File: src/pig_defs.svh
// constants for the pixel id run generator
`ifndef PIG_DEFS_SVH
`define PIG_DEFS_SVH
`define PIG_ID_W       5
`define PIG_PAIR_W     10
`define PIG_DUR_W      11
`define PIG_XLOC_W     11
`define PIG_ENTRY_W    21
`define PIG_FIFO_DEPTH 64
`define PIG_AW         6
`define PIG_DUR_LSB    0
`define PIG_LO_LSB     11
`define PIG_HI_LSB     16
`define PIG_ONE_DUR    11'h001
`define PIG_VIS_DELAY  1
`endif

File: src/pig_pkg.sv
// types for the pixel id run generator
package pig_pkg;
  typedef enum logic [1:0] {
    PIG_CONV_IDLE,
    PIG_CONV_DIFF,
    PIG_CONV_EDGE
  } pig_conv_state_t;
endpackage

File: src/pig_fifo.sv
// two-port ram fifo with separate write, read and depth counters
`timescale 1ns/1ps
`include "pig_defs.svh"
module pig_fifo #(
  parameter int WIDTH = `PIG_ENTRY_W,
  parameter int DEPTH = `PIG_FIFO_DEPTH,
  parameter int AW    = `PIG_AW
) (
  // clock and reset
  input  wire logic             i_clk,
  input  wire logic             i_reset_n,
  // control
  input  wire logic             i_flush,
  input  wire logic             i_wr,
  input  wire logic [WIDTH-1:0] i_wdata,
  input  wire logic             i_rd,
  // status and data
  output logic [WIDTH-1:0]      o_rdata,
  output logic                  o_full,
  output logic                  o_empty
);
  logic [WIDTH-1:0] mem [DEPTH];
  logic [AW-1:0]    wptr_q;
  logic [AW-1:0]    wptr_d;
  logic [AW-1:0]    rptr_q;
  logic [AW-1:0]    rptr_d;
  logic [AW:0]      depth_q;
  logic [AW:0]      depth_d;
  logic             do_wr;
  logic             do_rd;

  always_comb begin
    // full is the top depth bit, the same test that drives o_full
    do_wr   = i_wr && !depth_q[AW] && !i_flush;
    do_rd   = i_rd && (depth_q != '0) && !i_flush;
    wptr_d  = wptr_q;
    rptr_d  = rptr_q;
    depth_d = depth_q;
    if (i_flush) begin
      wptr_d  = '0;
      rptr_d  = '0;
      depth_d = '0;
    end else begin
      if (do_wr) begin
        wptr_d = wptr_q + 1'b1; // RQ3
      end
      if (do_rd) begin
        rptr_d = rptr_q + 1'b1; // RQ5
      end
      depth_d = depth_q + {{AW{1'b0}}, do_wr} - {{AW{1'b0}}, do_rd};
    end
  end

  // RQ1
  always_ff @(posedge i_clk or negedge i_reset_n) begin
    if (!i_reset_n) begin
      wptr_q  <= '0;
      rptr_q  <= '0;
      depth_q <= '0;
    end else begin
      wptr_q  <= wptr_d;
      rptr_q  <= rptr_d;
      depth_q <= depth_d;
    end
  end

  // ram has no reset so it maps onto a plain array
  always_ff @(posedge i_clk) begin
    if (do_wr) begin
      mem[wptr_q] <= i_wdata;
    end
  end

  assign o_rdata = mem[rptr_q];
  assign o_full  = depth_q[AW];
  assign o_empty = (depth_q == '0);

  property p_rq1;
    @(posedge i_clk) disable iff (!i_reset_n)
      (do_wr && !do_rd) |=> (depth_q == $past(depth_q) + 1'b1);
  endproperty
  a_rq1: assert property (p_rq1) else $error("depth did not grow on write"); // RQ1
endmodule

File: src/pig_top.sv
// pixel id run generator: record converter, id fifo and pair playout
`timescale 1ns/1ps
`include "pig_defs.svh"
// Functional notes
// RQ1 - entries are kept in a 64 by 21 fifo with write, read, depth counters
// RQ2 - controller writes the next record whenever the fifo is not full; the code also needs i_enable high and no flush
// RQ3 - a loaded record gives zero to two fifo writes, each advancing write address
// RQ4 - a read entry loads the id pair register and the duration counter
// RQ5 - duration counts down each cycle; at zero the next entry is read
// RQ6 - id pair goes through extra pipeline registers before the outputs
// RQ7 - low pixel id is the low part of the pair, high pixel id the high part
// RQ8 - a record id applies from its own location to the next record location
// RQ9 - loading next registers shifts old contents to current and starts conversion
// RQ10 - each record converts in exactly two cycles into zero to two entries
// RQ11 - cycle one writes the halved difference with current id if nonzero
// RQ12 - cycle two writes duration one with current and next id if next is odd
// RQ13 - an odd next location is incremented before it becomes current
// RQ14 - equal locations after that increment give no entry
// RQ15 - durations count half rate cycles of two pixels each
// RQ16 - end of field flushes the fifo and requests end of field processing
// RQ17 - ids drive only during visible line, one cycle later than that channel; the code lags the pin three cycles
// RQ18 - refill request is raised when enabled and the fifo is not full
// RQ19 - reset clears counters, empties the fifo and drives zero ids
// RQ20 - an empty fifo at zero duration holds the outputs at zero ids
module pig_top
  import pig_pkg::*;
(
  // clock and reset
  input  wire logic                   i_clk,
  input  wire logic                   i_reset_n,
  // controller side
  input  wire logic                   i_enable,
  input  wire logic                   i_rec_load,
  input  wire logic [`PIG_XLOC_W-1:0] i_next_x_location,
  input  wire logic [`PIG_ID_W-1:0]   i_next_id_value,
  output logic                        o_refill_req,
  output logic                        o_eof_req,
  // timing channels from the pin side
  input  wire logic                   i_end_of_field_channel,
  input  wire logic                   i_visible_line_channel,
  // pixel id outputs
  output logic [`PIG_ID_W-1:0]        o_low_pixel_id,
  output logic [`PIG_ID_W-1:0]        o_high_pixel_id
);
  pig_conv_state_t              st_q;
  pig_conv_state_t              st_d;
  logic [`PIG_XLOC_W-1:0]       cur_x_q;
  logic [`PIG_XLOC_W-1:0]       cur_x_d;
  logic [`PIG_XLOC_W-1:0]       nxt_x_q;
  logic [`PIG_XLOC_W-1:0]       nxt_x_d;
  logic [`PIG_ID_W-1:0]         cur_id_q;
  logic [`PIG_ID_W-1:0]         cur_id_d;
  logic [`PIG_ID_W-1:0]         nxt_id_q;
  logic [`PIG_ID_W-1:0]         nxt_id_d;
  logic                         wr;
  logic [`PIG_ENTRY_W-1:0]      wdata;
  logic [`PIG_DUR_W-1:0]        diff;
  // synchronisers
  logic                         eof_s1_q;
  logic                         eof_s2_q;
  logic                         eof_s3_q;
  logic                         vis_s1_q;
  logic                         vis_s2_q;
  // playout
  logic [`PIG_DUR_W-1:0]        dur_q;
  logic [`PIG_DUR_W-1:0]        dur_d;
  logic [`PIG_PAIR_W-1:0]       pair_q;
  logic [`PIG_PAIR_W-1:0]       pair_d;
  logic [`PIG_PAIR_W-1:0]       pipe_q;
  logic [`PIG_PAIR_W-1:0]       pipe_d;
  logic [`PIG_PAIR_W-1:0]       out_q;
  logic [`PIG_PAIR_W-1:0]       out_d;
  logic                         refill_d;
  logic                         eof_req_d;
  logic                         refill_q;
  logic                         eof_req_q;
  logic                         rd;
  logic                         flush;
  logic                         full;
  logic                         empty;
  logic [`PIG_ENTRY_W-1:0]      rdata;

  function automatic logic [`PIG_ENTRY_W-1:0] pack_entry(input logic [`PIG_ID_W-1:0] lo,
                                                         input logic [`PIG_ID_W-1:0] hi,
                                                         input logic [`PIG_DUR_W-1:0] dur);
    pack_entry = {hi, lo, dur}; // RQ7
  endfunction

  // converter: two cycles per record
  always_comb begin
    st_d     = st_q;
    cur_x_d  = cur_x_q;
    nxt_x_d  = nxt_x_q;
    cur_id_d = cur_id_q;
    nxt_id_d = nxt_id_q;
    wr       = 1'b0;
    wdata    = '0;
    // RQ11 RQ15: halved difference counts half rate cycles
    diff     = {1'b0, nxt_x_q[10:1] - cur_x_q[10:1]};
    case (st_q)
      PIG_CONV_DIFF: begin
        wdata = pack_entry(cur_id_q, cur_id_q, diff); // RQ8
        wr    = (diff != '0); // RQ11 RQ14
        st_d  = PIG_CONV_EDGE;
      end
      PIG_CONV_EDGE: begin
        wdata = pack_entry(cur_id_q, nxt_id_q, `PIG_ONE_DUR); // RQ12
        wr    = nxt_x_q[0]; // RQ12
        if (nxt_x_q[0]) begin
          nxt_x_d = nxt_x_q + 1'b1; // RQ13
        end
        st_d  = PIG_CONV_IDLE; // RQ10
      end
      PIG_CONV_IDLE: begin
        st_d = PIG_CONV_IDLE;
      end
      default: begin
        st_d = PIG_CONV_IDLE;
      end
    endcase
    // controller only loads in idle; a load shifts next into current
    if (i_rec_load && st_q == PIG_CONV_IDLE) begin
      cur_x_d  = nxt_x_q; // RQ9
      cur_id_d = nxt_id_q;
      nxt_x_d  = i_next_x_location;
      nxt_id_d = i_next_id_value;
      st_d     = PIG_CONV_DIFF; // RQ9
    end
    if (flush) begin
      st_d = PIG_CONV_IDLE;
    end
  end

  always_ff @(posedge i_clk or negedge i_reset_n) begin
    if (!i_reset_n) begin
      st_q     <= PIG_CONV_IDLE;
      cur_x_q  <= '0;
      nxt_x_q  <= '0;
      cur_id_q <= '0;
      nxt_id_q <= '0;
    end else begin
      st_q     <= st_d;
      cur_x_q  <= cur_x_d;
      nxt_x_q  <= nxt_x_d;
      cur_id_q <= cur_id_d;
      nxt_id_q <= nxt_id_d;
    end
  end

  pig_fifo #(
    .WIDTH(`PIG_ENTRY_W),
    .DEPTH(`PIG_FIFO_DEPTH),
    .AW   (`PIG_AW)
  ) u_fifo (
    .i_clk    (i_clk),
    .i_reset_n(i_reset_n),
    .i_flush  (flush),
    .i_wr     (wr),
    .i_wdata  (wdata),
    .i_rd     (rd),
    .o_rdata  (rdata),
    .o_full   (full),
    .o_empty  (empty)
  );

  // playout and outputs
  always_comb begin
    flush     = eof_s2_q && !eof_s3_q; // RQ16
    rd        = (dur_q == '0) && !empty; // RQ5 RQ20
    dur_d     = dur_q;
    pair_d    = pair_q;
    if (flush) begin
      dur_d  = '0;
      pair_d = '0;
    end else if (rd) begin
      dur_d  = rdata[`PIG_DUR_LSB +: `PIG_DUR_W] - 1'b1; // RQ4
      pair_d = rdata[`PIG_LO_LSB +: `PIG_PAIR_W]; // RQ4
    end else if (dur_q != '0) begin
      dur_d = dur_q - 1'b1; // RQ5
    end else begin
      pair_d = '0; // RQ20
    end
    pipe_d    = pair_q; // RQ6
    out_d     = vis_s2_q ? pipe_q : '0; // RQ17
    refill_d  = i_enable && !full && !flush; // RQ2 RQ18
    eof_req_d = flush;
  end

  // eof and visible line come off pins, so two flops before use
  always_ff @(posedge i_clk or negedge i_reset_n) begin
    if (!i_reset_n) begin
      eof_s1_q  <= 1'b0;
      eof_s2_q  <= 1'b0;
      eof_s3_q  <= 1'b0;
      vis_s1_q  <= 1'b0;
      vis_s2_q  <= 1'b0;
      dur_q     <= '0; // RQ19
      pair_q    <= '0;
      pipe_q    <= '0;
      out_q     <= '0;
      refill_q  <= 1'b0;
      eof_req_q <= 1'b0;
    end else begin
      eof_s1_q  <= i_end_of_field_channel;
      eof_s2_q  <= eof_s1_q;
      eof_s3_q  <= eof_s2_q;
      vis_s1_q  <= i_visible_line_channel;
      vis_s2_q  <= vis_s1_q;
      dur_q     <= dur_d;
      pair_q    <= pair_d;
      pipe_q    <= pipe_d;
      out_q     <= out_d;
      refill_q  <= refill_d;
      eof_req_q <= eof_req_d;
    end
  end

  assign o_low_pixel_id  = out_q[`PIG_ID_W-1:0]; // RQ7
  assign o_high_pixel_id = out_q[`PIG_PAIR_W-1:`PIG_ID_W];
  assign o_refill_req    = refill_q;
  assign o_eof_req       = eof_req_q;

  property p_rq10;
    @(posedge i_clk) disable iff (!i_reset_n)
      (st_q == PIG_CONV_DIFF && !flush) |=> (st_q == PIG_CONV_EDGE);
  endproperty
  a_rq10: assert property (p_rq10) else $error("conversion not two cycles"); // RQ10

  property p_rq9;
    @(posedge i_clk) disable iff (!i_reset_n)
      (i_rec_load && st_q == PIG_CONV_IDLE && !flush) |=> (cur_x_q == $past(nxt_x_q) && st_q == PIG_CONV_DIFF);
  endproperty
  a_rq9: assert property (p_rq9) else $error("load did not shift record"); // RQ9

  property p_rq12;
    @(posedge i_clk) disable iff (!i_reset_n)
      (st_q == PIG_CONV_EDGE) |-> (wr == nxt_x_q[0]);
  endproperty
  a_rq12: assert property (p_rq12) else $error("edge write mismatch"); // RQ12

  property p_rq13;
    @(posedge i_clk) disable iff (!i_reset_n)
      (st_q == PIG_CONV_EDGE && nxt_x_q[0] && !i_rec_load) |=> !nxt_x_q[0];
  endproperty
  a_rq13: assert property (p_rq13) else $error("odd location not bumped"); // RQ13

  property p_rq11;
    @(posedge i_clk) disable iff (!i_reset_n)
      (st_q == PIG_CONV_DIFF) |-> (wr == (nxt_x_q[10:1] != cur_x_q[10:1]));
  endproperty
  a_rq11: assert property (p_rq11) else $error("diff write mismatch"); // RQ11

  property p_rq5;
    @(posedge i_clk) disable iff (!i_reset_n)
      (dur_q != '0 && !flush) |=> (dur_q == $past(dur_q) - 1'b1);
  endproperty
  a_rq5: assert property (p_rq5) else $error("duration not counting down"); // RQ5

  property p_rq17;
    @(posedge i_clk) disable iff (!i_reset_n)
      !vis_s2_q |=> (out_q == '0);
  endproperty
  a_rq17: assert property (p_rq17) else $error("ids outside visible line"); // RQ17

  property p_rq18;
    @(posedge i_clk) disable iff (!i_reset_n)
      (i_enable && !full && !flush) |=> o_refill_req;
  endproperty
  a_rq18: assert property (p_rq18) else $error("refill request missing"); // RQ18

  property p_rq6;
    @(posedge i_clk) disable iff (!i_reset_n)
      vis_s2_q |=> (out_q == $past(pair_q, 2));
  endproperty
  a_rq6: assert property (p_rq6) else $error("pipeline depth wrong"); // RQ6
endmodule

File: config.mk
export PLATFORM = sky130hd
export DESIGN_NAME = pig_top
export DESIGN_NICKNAME = d
export VERILOG_FILES = /design/src/pig_pkg.sv /design/src/pig_fifo.sv /design/src/pig_top.sv
export VERILOG_INCLUDE_DIRS = /design/src
export SDC_FILE = /design/constraint.sdc
export NUM_CORES = 1
export LEC_CHECK = 0
export BUFFER_PORTS_ARGS = -buffer_cell sky130_fd_sc_hd__buf_2
export CAP_MARGIN = 20
export CORE_ASPECT_RATIO = 1.1
export CORE_UTILIZATION = 25
export DETAILED_ROUTE_END_ITERATION = 6
export SETUP_SLACK_MARGIN = 0.5
export SYNTH_ARGS = -nofsm -noshare
export SYNTH_HDL_FRONTEND = slang
export SYNTH_SLANG_ARGS = --single-unit
File: constraint.sdc
create_clock -name i_clk -period 5.2 [get_ports i_clk]
set_clock_uncertainty 0.2 [all_clocks]
set_input_delay 0.26 -clock i_clk [delete_from_list [all_inputs] [get_ports i_clk]]
set_output_delay 0.26 -clock i_clk [all_outputs]
set_load 0.02 [all_outputs]
# ---- Word level (Yosys, flattened, before mapping)
# Memory sizes are Yosys's and may differ from the RTL's.
# Index checks and enable logic that the tools add are counted.
# Widths: inputs -> output; s select.
dict set report word_totals {
  ff_bits 101
  ram_bits 1344
  input_bits 22
  output_inout_bits 12
  elab_cells 79
  memories 1
}
dict set report op_classes {
  add_sub_neg 8
  n_eq_ne 3
  n_mux 22
  n_reduce_logical 25
}
# memory words word_bits rd rd_clocked_by_memory_dff wr line_no
set mem_list {}
lappend mem_list {u_fifo.mem 64 21 1 0 1 pig_fifo.sv:22} ;# logic [WIDTH-1:0] mem [DEPTH];
# operator count
set op_table {}
lappend op_table {{$mux 11} 6}
lappend op_table {{$pmux 21 s2} 1}
lappend op_table {{$mux 10} 4}
lappend op_table {{$mux 6} 4}
lappend op_table {{$sub 11x1->11 const B} 2}
lappend op_table {{$add 6x1->6 const B} 2}
lappend op_table {{$add 11x1->11 const B} 1}
lappend op_table {{$logic_not 11->1} 1}
lappend op_table {{$reduce_bool 11->1} 1}
lappend op_table {{$reduce_bool 10->1} 1}
lappend op_table {{$sub 10x10->10} 1}
lappend op_table {{$logic_and 1x1->1} 9}
lappend op_table {{$reduce_bool 2->1} 4}
lappend op_table {{$add 7x1->7} 1}
lappend op_table {{$logic_not 7->1} 1}
lappend op_table {{$mux 7} 1}
lappend op_table {{$reduce_bool 7->1} 1}
lappend op_table {{$sub 7x1->7} 1}
lappend op_table {{$mux 2} 3}
lappend op_table {{$logic_not 1->1} 4}
lappend op_table {{$ne 3x2->1 const B} 1}
lappend op_table {{$reduce_bool 3->1} 1}
lappend op_table {{$eq 2x1->1 const B} 1}
lappend op_table {{$eq 2x2->1 const B} 1}
lappend op_table {{4 further kinds} 5}

# ---- Depth between registers and ports, before layout
# Gate-level depths: netlist of run 1.
dict set report depth {
  depth_word 8
  mapped_depth 24
  depth_no_buf 23
}

# ---- Cells and area by module
# From an unflattened synthesis of run 1, not the netlist that was laid out.
dict set report hier_totals {
  hier_cells 2668
  hier_area_um2 56152.6
}
# mod instances cells_per_inst area_each_um2 seq_area_each_um2
set by_module_without_submodules {}
lappend by_module_without_submodules {pig_fifo 1 2298 52201.3 40834.2}
lappend by_module_without_submodules {pig_top 1 370 3951.3 2026.9}

# ---- Least setup slack after synthesis of run 1
# No wires, ideal clock.
dict set report synth_timing {
  kind {register to register}
  start {register nxt_x_q[2]}
  end {memory u_fifo.mem[0][5] (netlist bit) (data pin)}
  setup_time_ns 0.681
  arrival_ns 4.002
  t_required_ns 4.319
  setup_slack_ns 0.317
  stages_incl_launch_ff 8
  period_less_slack_ns 4.883
  path_cell_list {dfrtp_1 -> ha_1 -> nor2b_1 -> o21ai_0 -> a21oi_1 -> o21ai_0 -> a21boi_0 -> nor3_1}
}
dict set report synth_via {
  elab_chain_cells 2
}
# item line_no
set synth_lines {}
lappend synth_lines {{start: declaration} pig_top.sv:49} ;# logic [`PIG_XLOC_W-1:0] nxt_x_q;
lappend synth_lines {{start signal: assignment} pig_top.sv:144} ;# nxt_x_q <= nxt_x_d;
lappend synth_lines {{$sub 10x10->10} pig_top.sv:99} ;# diff = {1'b0, nxt_x_q[10:1] - cur_x_q[10:1]};
lappend synth_lines {{$pmux 21 s2} pig_top.sv:100} ;# case (st_q)
lappend synth_lines {{net u_fifo.i_wdata[5]} pig_fifo.sv:15} ;# input wire logic [WIDTH-1:0] i_wdata,
lappend synth_lines {{end: declaration} pig_fifo.sv:22}
# The timed path passes the listed nets, and every way through them passes these cells.

# ---- Worst setup path in the final report of run 1
dict set report layout_timing {
  start {register u_fifo.rptr_q[1]}
  end {register dur_q[10]}
}
dict set report layout_via {
  elab_chain_cells 4
}
# item line_no
set layout_lines {}
lappend layout_lines {{start: declaration} pig_fifo.sv:25} ;# logic [AW-1:0] rptr_q;
lappend layout_lines {{start signal: assignment} pig_fifo.sv:62} ;# rptr_q <= rptr_d;
lappend layout_lines {{$mem_v2 64x21} -}
lappend layout_lines {{$sub 11x1->11} pig_top.sv:176} ;# dur_d = rdata[`PIG_DUR_LSB +: `PIG_DUR_W] - 1'b1;
lappend layout_lines {{$mux 11} pig_top.sv:175} ;# end else if (rd) begin
lappend layout_lines {{$mux 11} pig_top.sv:172} ;# if (flush) begin
lappend layout_lines {{end signal: assignment} pig_top.sv:209} ;# dur_q <= dur_d;
lappend layout_lines {{end: declaration} pig_top.sv:65} ;# logic [`PIG_DUR_W-1:0] dur_q;
# Every way passes these cells.
# A chain may end at the register's enable or synchronous reset.

==> summary.txt, run 1 <==
Timing
  • Max Clk Rate: approximately 220 MHz
  • Fin Setup TNS: 0 ps
  • Min Tclk post-route: 4540 ps
  • # setup viols final: 0
  • Worst Tran Pin Value: roughly 1100 ps
  • Rel. slew slack: 0.251
  • Hold Vio Cnt, Final: 0
  • RSZ-0062 raised after global routing: no
  • Final Cycle Share: 0.873
  • Slew Limit Fails: 0

Synth
  • Post-synth top area cell: edfxtp_1
  • Post-Syn Instances: 2500
  • Share of the synthesized area in the top cell type: 0.713
  • Most numerous cell in the Yosys netlist: edfxtp_1
  • Cell area after synthesis: between 50000 and 60000 sq um
  • Asr flop ratio synth: 0.0725
  • Most used flip-flop cell after synthesis: edfxtp_1
  • Synth area leaders: edfxtp_1 (71%), mux4_2 (15%), dfrtp_1 (4.6%), nor3_1 (0.71%), ha_1 (0.60%)
  • Synth Register Bits: between 1k and 1.5k
  • Most common library cells after synthesis: edfxtp_1 (1280), mux4_2 (370), dfrtp_1 (100)
  • Syn avg cell area: around 22 sq um
  • Net Count, Synth: ~2.6k
  • EDFF count, synth: 1280
  • Register area share after synthesis: 0.760
  • Post-synth cell types: 64
  • Synthesis Warnings: 0

Floorplanning
  • Initial core utilization: 0.252
  • Core area: between 200000 and 250000 sq um
  • Cell Rows: between 150 and 200
  • Die Span Y: roughly 490 microns
  • Io pins: 34
  • Die X: around 440 microns
  • Die area: 217000 sq um

Setup path
  • CP Launch Type: flip-flop
  • Worst path slowest cell: dfrtp_4
  • Crit Path Max Fanout: 47
  • Worst EP required: 5650 ps
  • Worst setup EP type: flip-flop
  • CP Data Arrival Time: ~5000 ps
  • CP max stage delay: ~1200 ps
  • Worst Setup Path Type: flip-flop to flip-flop
  • Critical Path, Cell by Cell: buf_12 -> mux4_2 -> a221oi_1 -> o21ai_0 -> a211oi_2 -> nand2_1 -> or3_1 -> o31a_1 -> o21a_1

Global route
  • Total congestion overflow: 0
  • Initial antenna violation count: 2
  • Largest net degree at the start of global routing: 65
  • Total track usage: 0.125
  • Vias in the first global route: around 27k
  • First-pass GRT wire length: 197 mm

Power
  • Leak pwr: 0.0197 uW
  • Power Dens Cells: between 400 and 500 nW/um^2
  • Tot Pwr: roughly 28000 uW
  • Worst vdd ir: 0.283 mV

Route
  • Via count: approximately 27k
  • DRT Wirelength: 136 mm
  • Avg WL per Cell: 23.7 microns
  • Antenna viol nets, final: 0
  • Drt first-iter violations: just under 3k
  • Via density per instance: around 4.6
  • DRT Pass-1 Iters: 5
  • DRC Markers: 0

Placed design
  • HPWL after DPL: 83.8 mm
  • Gpl congestion: ~0.84
  • Port Buffers: 33

Clocking
  • Clk sinks: 1380
  • Reg clk slew, reported paths: 60 ps
  • CTS tree: done
  • H-tree depth: 4
  • Clock latency on the worst-skew pair: 770 ps
  • Clk buf depth: 3
  • Clock root cell: clkbuf_16
  • Cts bufs inserted: about 140

Layout
  • Layout cell share with drive strength beyond 1: 0.322
  • Final net count: ~2.8k
  • P&R area growth vs syn: 18.5%

Min path
  • Worst Hold Class: input port to flip-flop

Flow run
  • Max-cap viol count: 0

Run status
  • Run status: finished clean
power breakdown:
part	switching, uW	internal [uW]
clock	4270	5700
sequential	270	12500
combinational	2750	2320
total	7300	20600
placed cells by master, fill, tap and decap left out, types with 17 or more instances in the layout:
cell type / Yosys / layout
nand2_1: 62 / 62
edfxtp_1: 1280 / 1280
mux2_2: 26 / 26
ha_1: 26 / 26
buf_2: 30 / 32
nor3_2: 0 / 63
clkinv_2: 0 / 23
mux2i_1: 24 / 24
dlygate4sd3_1: 0 / 24
a22oi_1: 36 / 36
inv_1: 33 / 31
dfrtp_1: 100 / 96
nand3_1: 27 / 26
clkinv_1: 1 / 26
clkbuf_16: 0 / 145
mux4_2: 370 / 370
clkbuf_1: 73 / 33
a21oi_1: 46 / 43
xnor2_1: 17 / 17
nor2_1: 56 / 53
buf_4: 7 / 171
per-layer routing:
| layer | share of wire | up-vias | global-route usage |
|---|---|---|---|
| li1 | - | 11000 | - |
| met1 | 0.43 | 14600 | 0.173 |
| met2 | 0.48 | 975 | 0.198 |
| met3 | 0.062 | 168 | 0.0193 |
| met4 | 0.030 | 0 | 0.0425 |
| met5 | 0 | - | 0 |
critical path: cells and delay by family, from the launching register on:
kind	cells	cell delay (ps)
and+or+nand+nor	2	590
DFF	1	1170
muxes	1	370
AOI/OAI and AO/OA	5	1750
buffers and inverters	1	320
final timing paths:
path | cells after the start | end | from | slack (ps)
min | 3 | nxt_id_q[0]$_DFFE_PN0P_ | i_next_id_value[0] | 70
min reg2reg | 0 | vis_s2_q$_DFF_PN0_ | vis_s1_q$_DFF_PN0_ | 150
min in group asynchronous | 4 | cur_id_q[2]$_DFFE_PN0P_ | i_reset_n | 450
max | 9 | dur_q[10]$_DFFE_PN0P_ | u_fifo.rptr_q[1]$_DFFE_PN0P_ | 660
max in group asynchronous | 4 | u_fifo.rptr_q[1]$_DFFE_PN0P_ | i_reset_n | 3700
max reg2reg | 9 | dur_q[10]$_DFFE_PN0P_ | u_fifo.rptr_q[1]$_DFFE_PN0P_ | 660
cell families (layout without fill, tap and decap cells):
logic type	Yosys count	count (layout)	share of synthesized area
AO/OA/AOI/OAI	162	162	0.0209
XOR/XNOR	31	31	0.00504
adder cells (fa/ha/maj)	28	28	0.00678
buffers and inverters	168	537	0.0141
flip-flops	1380	1380	0.760
multiplexers	420	420	0.165
other	0	3	0
AND/OR/NAND/NOR	311	311	0.0290
final cells by class:
type,count,area [sq um]
fillers,20600,150000
flip-flops and latches,1380,41000
multi-input cells,952,12700
clock buffers,185,3850
well taps,2880,3600
repair buffers,240,1950
clock inverters,77,693
inverters,35,134
diodes,3,7.51
what timing repair did:
action                     in CTS  in global routing
setup endpoints to repair       1                  1
pin swaps                       3                  5
hold buffers                   25                  0
setup buffers                   2                  3
hold endpoints to repair       73                  0
resized for setup               2                 11
state kept, by name, indices dropped and copies added, names as in the netlist, 2 cells and up:
| name | cells |
|---|---|
| u_fifo.depth_q | 7 |
| nxt_x_q | 11 |
| dur_q | 11 |
| pair_q | 10 |
| cur_x_q | 10 |
| out_q | 10 |
| st_q | 2 |
| u_fifo.wptr_q | 6 |
| cur_id_q | 5 |
| u_fifo.mem | 1280 |
| nxt_id_q | 5 |
| pipe_q | 10 |
| u_fifo.rptr_q | 6 |
stage by stage:
step | util | setup WS [ps] | hold slack (ps) | cell area (sq um) | cells
finish | 0.298 | 663 | 74.4 | 63900 | 5752
global route | 0.298 | 484 | 47.1 | 63900 | 5749
CTS | 0.298 | 574 | 18.2 | 63800 | 5745
detailed placement | 0.275 | 274 | 142 | 59000 | 5456
global placement | 0.275 | 250 | 132 | 59000 | 5456
floorplan | - | 533 | -236 | 53900 | 2500
Power figures use the tool's default switching activity.
==> inputs of run 2 (changes only) <==
- CORE_UTILIZATION: 25 -> 40
- SLEW_MARGIN: default -> 20
==> summary.txt, run 2 (same netlist as run 1, synthesis figures left out) <==
Run status
  • Run status: finished clean

Layout
  • Final net count: ~2.8k
  • Top flop regs: u_fifo.mem x1280, dur_q x11, nxt_x_q x11
  • Fin area: about 63000 sq um
  • Fin cells: approximately 4.6k
  • Biggest register: u_fifo.mem
  • P&R area growth vs syn: 16.3%
  • Fill cells: around 11k
  • Max reg flops: around 1.3k
  • Most frequent cells in the layout: edfxtp_1 (1280), mux4_2 (370), buf_4 (151), clkbuf_16 (143), dfrtp_1 (96)
  • Commonest non-fill, non-tap cell in the layout: edfxtp_1
  • Layout cell share with drive strength beyond 1: 0.318

Placed design
  • Gpl congestion: about 0.90
  • Placed inst area: 57500 sq um
  • Port Buffers: 33
  • Placed cell count: 4334
  • HPWL after DPL: approximately 87 mm

Clocking
  • Clock root cell: clkbuf_16
  • Clk sinks: roughly 1.4k
  • Reg clk slew, reported paths: about 60 ps
  • H-tree depth: 4
  • Cts bufs inserted: 141
  • Clk buf depth: 3
  • Clock latency on the worst-skew pair: roughly 770 ps
  • CTS tree: done

Power
  • Power Dens Cells: 447 nW/um^2
  • Worst vdd ir: 0.315 mV
  • Leak pwr: approximately 0.02 uW

Floorplanning
  • Die Span Y: about 390 microns
  • Die area: about 140000 sq um
  • Cell Rows: 140
  • Io pins: 34
  • Core area: 133000 sq um
  • Initial core utilization: 0.405
  • Die X: ~350 microns

Setup path
  • Worst setup EP type: flip-flop
  • Crit Path Max Fanout: 6
  • Worst Setup Path Type: flip-flop to flip-flop
  • Worst path slowest cell: or4_4
  • FF-to-FF End: u_fifo.depth_q[6]$_DFF_PN0_
  • R2r startpoint: nxt_x_q[2]$_DFFE_PN0P_
  • CP max stage delay: 590 ps
  • Register-to-Register Setup Slack: around 650 ps
  • CP Buf/Inv Count: 3
  • Top Family by Delay on Critical Path: simple AND/OR/NAND/NOR gates
  • CP Data Arrival Time: between 5000 and 6000 ps
  • CP Launch Type: flip-flop
  • Worst EP required: between 5000 and 6000 ps
  • Worst Reg-to-Reg Cells: 20
  • Most common cell on crit path: a21oi_1
  • Critical Path, Cell by Cell: ha_1 -> nor2b_1 -> o21ai_0 -> a21oi_1 -> o21ai_1 -> nor3b_4 -> o211ai_1 -> or4_4 -> nand3_4 -> inv_1 -> ha_1 -> inv_2 -> fa_2 -> inv_1 -> a21oi_1 -> o21bai_1 -> a21oi_1 -> nor2_1 -> or3_4 -> a21oi_2

Timing
  • Max Clk Rate: approximately 220 MHz
  • Rel. slew slack: 0.172
  • Fin Setup TNS: 0 ps
  • Slew Limit Fails: 0
  • Min Tclk post-route: between 4000 and 5000 ps
  • Final Cycle Share: 0.874
  • RSZ-0062 raised after global routing: no
  • Hold Vio Cnt, Final: 0
  • Worst Tran Pin Value: 1240 ps
  • # setup viols final: 0

Global route
  • Total track usage: 0.207
  • Total congestion overflow: 0
  • Initial antenna violation count: 10
  • Largest net degree at the start of global routing: 65
  • First-pass GRT wire length: slightly above 200 mm
  • Vias in the first global route: ~27k

Min path
  • Worst min-delay path endpoint: eof_s1_q$_DFF_PN0_
  • Hold-critical path depth: 2
  • Worst hold start: i_end_of_field_channel
  • Worst Hold Class: input port to flip-flop

Route
  • Via count: ~27k
  • DRT Pass-1 Iters: 7
  • Via density per instance: 5.80
  • DRT Wirelength: roughly 140 mm
  • Avg WL per Cell: about 30 microns
  • Antenna viol nets, final: 0
  • Drt first-iter violations: ~3.1k
  • DRC Markers: 0

Flow run
  • Max-cap viol count: 0
[run 2: repair_timing]
action                     CTS  global route
hold buffers                45             0
buffers inserted             1             9
resized for setup            3            14
hold endpoints to repair    70             0
cloned                       0             0
setup endpoints to repair    1             1
pin swaps                    2            12
[run 2: layer usage]
layer	GRT usage	part of all wire
met3	0.0376	0.078
met1	0.292	0.41
met5	0	0.00033
met4	0.0650	0.028
met2	0.328	0.48
[run 2: worst reg2reg max path: stages, from the launching register on]
cell      delay (ps)
dfrtp_1          470
ha_1             310
nor2b_1          130
o21ai_0          280
a21oi_1          140
o21ai_1          270
nor3b_4          320
o211ai_1         150
or4_4            590
nand3_4           80
inv_1             50
ha_1             210
inv_2             60
fa_2             200
inv_1             50
a21oi_1          130
o21bai_1         120
a21oi_1          140
nor2_1            70
or3_4            370
a21oi_2          130
[run 2: layout make-up]
type | instances | area [sq um] | area share
antenna | 1 | 2.50 | 0.0000399
clock inverter | 70 | 711 | 0.0113
multi-input combinational | 952 | 12700 | 0.202
tap | 1775 | 2220 | 0.0354
clock buffer | 184 | 3800 | 0.0607
timing repair buffer | 248 | 2160 | 0.0345
sequential | 1380 | 40900 | 0.653
inverter | 35 | 134 | 0.00214
[run 2: worst max-delay path by stage]
stage                                      start                     endpoint  slack, ps  cells after the start
after floorplan           nxt_x_q[1]$_DFFE_PN0P_  u_fifo.mem[10][0]$_DFFE_PP_        530                     14
after global placement    nxt_x_q[1]$_DFFE_PN0P_  u_fifo.depth_q[6]$_DFF_PN0_        230                     23
after detailed placement  nxt_x_q[1]$_DFFE_PN0P_  u_fifo.depth_q[6]$_DFF_PN0_        280                     23
after CTS                 nxt_x_q[1]$_DFFE_PN0P_  u_fifo.depth_q[6]$_DFF_PN0_        530                     23
after global routing      nxt_x_q[1]$_DFFE_PN0P_  u_fifo.depth_q[6]$_DFF_PN0_        430                     23
final                     nxt_x_q[2]$_DFFE_PN0P_  u_fifo.depth_q[6]$_DFF_PN0_        650                     20
[run 2: where the power goes]
group | switching, uW | internal, uW
combinational | 2960 | 2400
clock | 4230 | 5680
sequential | 224 | 12500
[run 2: through the flow]
stage / util / power [uW] / setup slack [ps] / hold slack (ps)
after floorplan: - / 16300 / 533 / -236
after global placement: 0.433 / 18100 / 228 / 137
after detailed placement: 0.433 / 18200 / 279 / 135
after CTS: 0.470 / 28100 / 529 / 30.6
after global routing: 0.471 / 28900 / 432 / 64.7
final: 0.471 / 28000 / 653 / 63.6
==> inputs of run 3 (changes only) <==
- CAP_MARGIN: 20 -> 15
- SYNTH_HIERARCHICAL: default -> 1
==> summary.txt, run 3 <==
Layout
  • P&R area growth vs syn: 15.6%
  • Biggest register: u_fifo/mem
  • Most frequent cells in the layout: edfxtp_1 (1344), mux4_2 (348), clkbuf_16 (147), buf_4 (143), dfrtp_1 (95)
  • Final net count: 3012
  • Fin area: ~65000 sq um
  • Top flop regs: u_fifo/mem x1344, dur_q x11, nxt_x_q x11
  • Layout cell share with drive strength beyond 1: 0.295
  • Max reg flops: about 1.3k
  • Commonest non-fill, non-tap cell in the layout: edfxtp_1

Floorplanning
  • Core area: between 100000 and 150000 sq um
  • Initial core utilization: 0.405
  • Die area: 142000 sq um
  • Die X: about 360 microns
  • Cell Rows: 143
  • Die Span Y: roughly 390 microns
  • Io pins: 34

Synth
  • Post-synth cell types: 65
  • Share of the synthesized area in the top cell type: 0.719
  • Syn avg cell area: ~21 sq um
  • Register area share after synthesis: 0.763
  • Most common library cells after synthesis: edfxtp_1 (1344), mux4_2 (348), nor2_1 (138)
  • Synth Register Bits: ~1.4k
  • Post-Syn Instances: approximately 2.7k
  • Post-synth top area cell: edfxtp_1
  • Cell area after synthesis: approximately 56000 sq um
  • Most used flip-flop cell after synthesis: edfxtp_1
  • EDFF count, synth: 1344
  • Synth area leaders: edfxtp_1 (72%), mux4_2 (14%), dfrtp_1 (4.5%), nor2_1 (0.92%), o22ai_1 (0.91%)
  • Most numerous cell in the Yosys netlist: edfxtp_1
  • Asr flop ratio synth: 0.0693
  • Synthesis Warnings: 6

Setup path
  • Worst path slowest cell: nand2_1
  • Worst EP required: roughly 5400 ps
  • CP max stage delay: approximately 460 ps
  • Worst Reg-to-Reg Cells: 17
  • CP Data Arrival Time: around 5000 ps
  • Critical Path, Cell by Cell: inv_2 -> ha_1 -> inv_1 -> fa_2 -> a211oi_4 -> o21ai_0 -> o211ai_1 -> xor2_1 -> nor2_4 -> nand4bb_1 -> nor2b_4 -> nand2b_4 -> nor2_1 -> nand2_1 -> buf_4 -> nor2_2 -> buf_4
  • Most common cell on crit path: buf_4
  • Register-to-Register Setup Slack: roughly 380 ps
  • Worst Setup Path Type: flip-flop to flip-flop
  • Crit Path Max Fanout: 20
  • Worst setup EP type: flip-flop
  • CP Launch Type: flip-flop
  • R2r startpoint: nxt_x_q[1]$_DFFE_PN0P_
  • FF-to-FF End: u_fifo/mem[21][14]$_DFFE_PP_

Timing
  • Max Clk Rate: ~210 MHz
  • Hold Vio Cnt, Final: 0
  • Min Tclk post-route: 4820 ps
  • Hold Slack: 75.2 ps
  • Rel. slew slack: 0.196
  • RSZ-0062 raised after global routing: yes
  • Slew Limit Fails: 0
  • Final Cycle Share: 0.927
  • # setup viols final: 0
  • Worst Tran Pin Value: roughly 1200 ps
  • Fin Setup TNS: 0 ps

Placed design
  • Placed inst area: ~60000 sq um
  • Port Buffers: 33
  • HPWL after DPL: around 80 mm
  • Gpl congestion: 0.870

Clocking
  • Clk sinks: around 1.4k
  • Cts bufs inserted: approximately 140
  • Clock root cell: clkbuf_16
  • Clk buf depth: 3
  • Clock latency on the worst-skew pair: about 780 ps
  • H-tree depth: 4
  • CTS tree: done
  • Reg clk slew, reported paths: approximately 60 ps

Flow run
  • Max-cap viol count: 0

Min path
  • Worst min-delay path endpoint: nxt_id_q[4]$_DFFE_PN0P_
  • Worst Hold Class: input port to flip-flop
  • Worst hold start: i_next_id_value[4]
  • Hold-critical path depth: 3

Power
  • Power Dens Cells: roughly 420 nW/um^2
  • Leak pwr: between 0.02 and 0.025 uW
  • Worst vdd ir: roughly 0.30 mV
  • Tot Pwr: 27200 uW

Route
  • Antenna viol nets, final: 0
  • Avg WL per Cell: 28.4 microns
  • DRT Wirelength: approximately 140 mm
  • DRC Markers: 0
  • Drt first-iter violations: 3173
  • Via density per instance: between 5 and 6
  • Via count: roughly 28k
  • DRT Pass-1 Iters: 5

Global route
  • Largest net degree at the start of global routing: between 60 and 70
  • Vias in the first global route: approximately 29k
  • First-pass GRT wire length: approximately 200 mm
  • Total track usage: 0.197
  • Total congestion overflow: 0
  • Initial antenna violation count: 2

Run status
  • Run status: finished clean
==> run 3: changes by cell type after synthesis, sizes merged, moves of 18 or more <==
| cell | previous run | this run |
|---|---|---|
| nor2 | 56 | 139 |
| o22ai | 1 | 82 |
| edfxtp | 1280 | 1344 |
| nor3 | 76 | 17 |
| buf | 60 | 94 |
| clkbuf | 73 | 42 |
| a22oi | 36 | 6 |
| nor2b | 18 | 44 |
| o21ai | 17 | 43 |
| mux4 | 370 | 348 |
| nand2 | 62 | 44 |
==> run 3: what timing repair did <==
action | CTS | global route
gates cloned | 0 | 0
setup endpoints to repair | 13 | 443
gates resized for setup | 2 | 15
endpoints found under the hold margin | 81 | 0
buffers inserted | 1 | 7
hold buffers | 29 | 0
pin swaps | 0 | 11
==> run 3: metrics by stage <==
stage               setup WS (ps)   util  std cells
finish                        379  0.468       4892
global route                  316  0.468       4891
CTS                           434  0.467       4883
detailed placement            407  0.431       4592
global placement              443  0.431       4592
floorplan                     455      -       2731
==> run 3: where the power goes <==
group	total, uW	leakage [uW]	internal [uW]	switching, uW
Sequential	13300	0.0140	13100	195
Combinational	3750	0.00472	1660	2090
Clock	10200	0.00225	5800	4380
Total	27200	0.0209	20600	6660
==> run 3: final cells by class <==
cell class | count | area [sq um]
Tap cell | 1812 | 2270
Sequential cell | 1444 | 42900
Antenna cell | 1 | 2.50
Multi-Input combinational cell | 1123 | 13100
Clock inverter | 89 | 833
Timing Repair Buffer | 223 | 1930
Clock buffer | 172 | 3800
Inverter | 28 | 105
Fill cell | 11200 | 73700
==> run 3: worst max-delay path: cells and delay by family (launching register included) <==
family,cells,cell delay (ps)
AOI/OAI and AO/OA,3,680
xor gates and xnor gates,1,160
adders and majority gates,2,570
buffers and inverters,4,860
DFF,1,400
and+or+nand+nor,7,1600
==> run 3: per-layer routing <==
| metal | global-route usage | wire length (microns) | share of wire |
|---|---|---|---|
| met1 | 0.271 | 56100 | 0.40 |
| met4 | 0.0640 | 3680 | 0.027 |
| met3 | 0.0282 | 9950 | 0.072 |
| met5 | 0 | 0 | 0 |
| met2 | 0.323 | 69100 | 0.50 |
==> run 3: kinds of logic (layout without fill, tap and decap cells) <==
| group | Yosys count | in the layout | share of synthesized area |
|---|---|---|---|
| DFF | 1444 | 1444 | 0.763 |
| muxes | 396 | 396 | 0.149 |
| and+or+nand+nor | 335 | 335 | 0.0297 |
| AOI/OAI and AO/OA | 265 | 265 | 0.0319 |
| buffers and inverters | 164 | 512 | 0.0144 |
| xor gates and xnor gates | 36 | 36 | 0.00562 |
| adders and majority gates | 27 | 27 | 0.00628 |
| other | 1 | 65 | 0.0000668 |
==> run 3: worst max-delay path by stage <==
stage                                 start                      endpoint  slack (ps)  cells after the start
6_report             nxt_x_q[1]$_DFFE_PN0P_  u_fifo/mem[21][14]$_DFFE_PP_         380                     17
5_1_grt              nxt_x_q[1]$_DFFE_PN0P_   u_fifo/depth_q[6]$_DFF_PN0_         320                     23
4_1_cts              nxt_x_q[1]$_DFFE_PN0P_   u_fifo/depth_q[6]$_DFF_PN0_         430                     23
3_5_place_dp   u_fifo/rptr_q[0]$_DFFE_PN0P_         dur_q[10]$_DFFE_PN0P_         410                     13
3_3_place_gp         nxt_x_q[1]$_DFFE_PN0P_   u_fifo/depth_q[6]$_DFF_PN0_         440                     23
2_1_floorplan        nxt_x_q[7]$_DFFE_PN0P_   u_fifo/mem[63][0]$_DFFE_PP_         460                     12
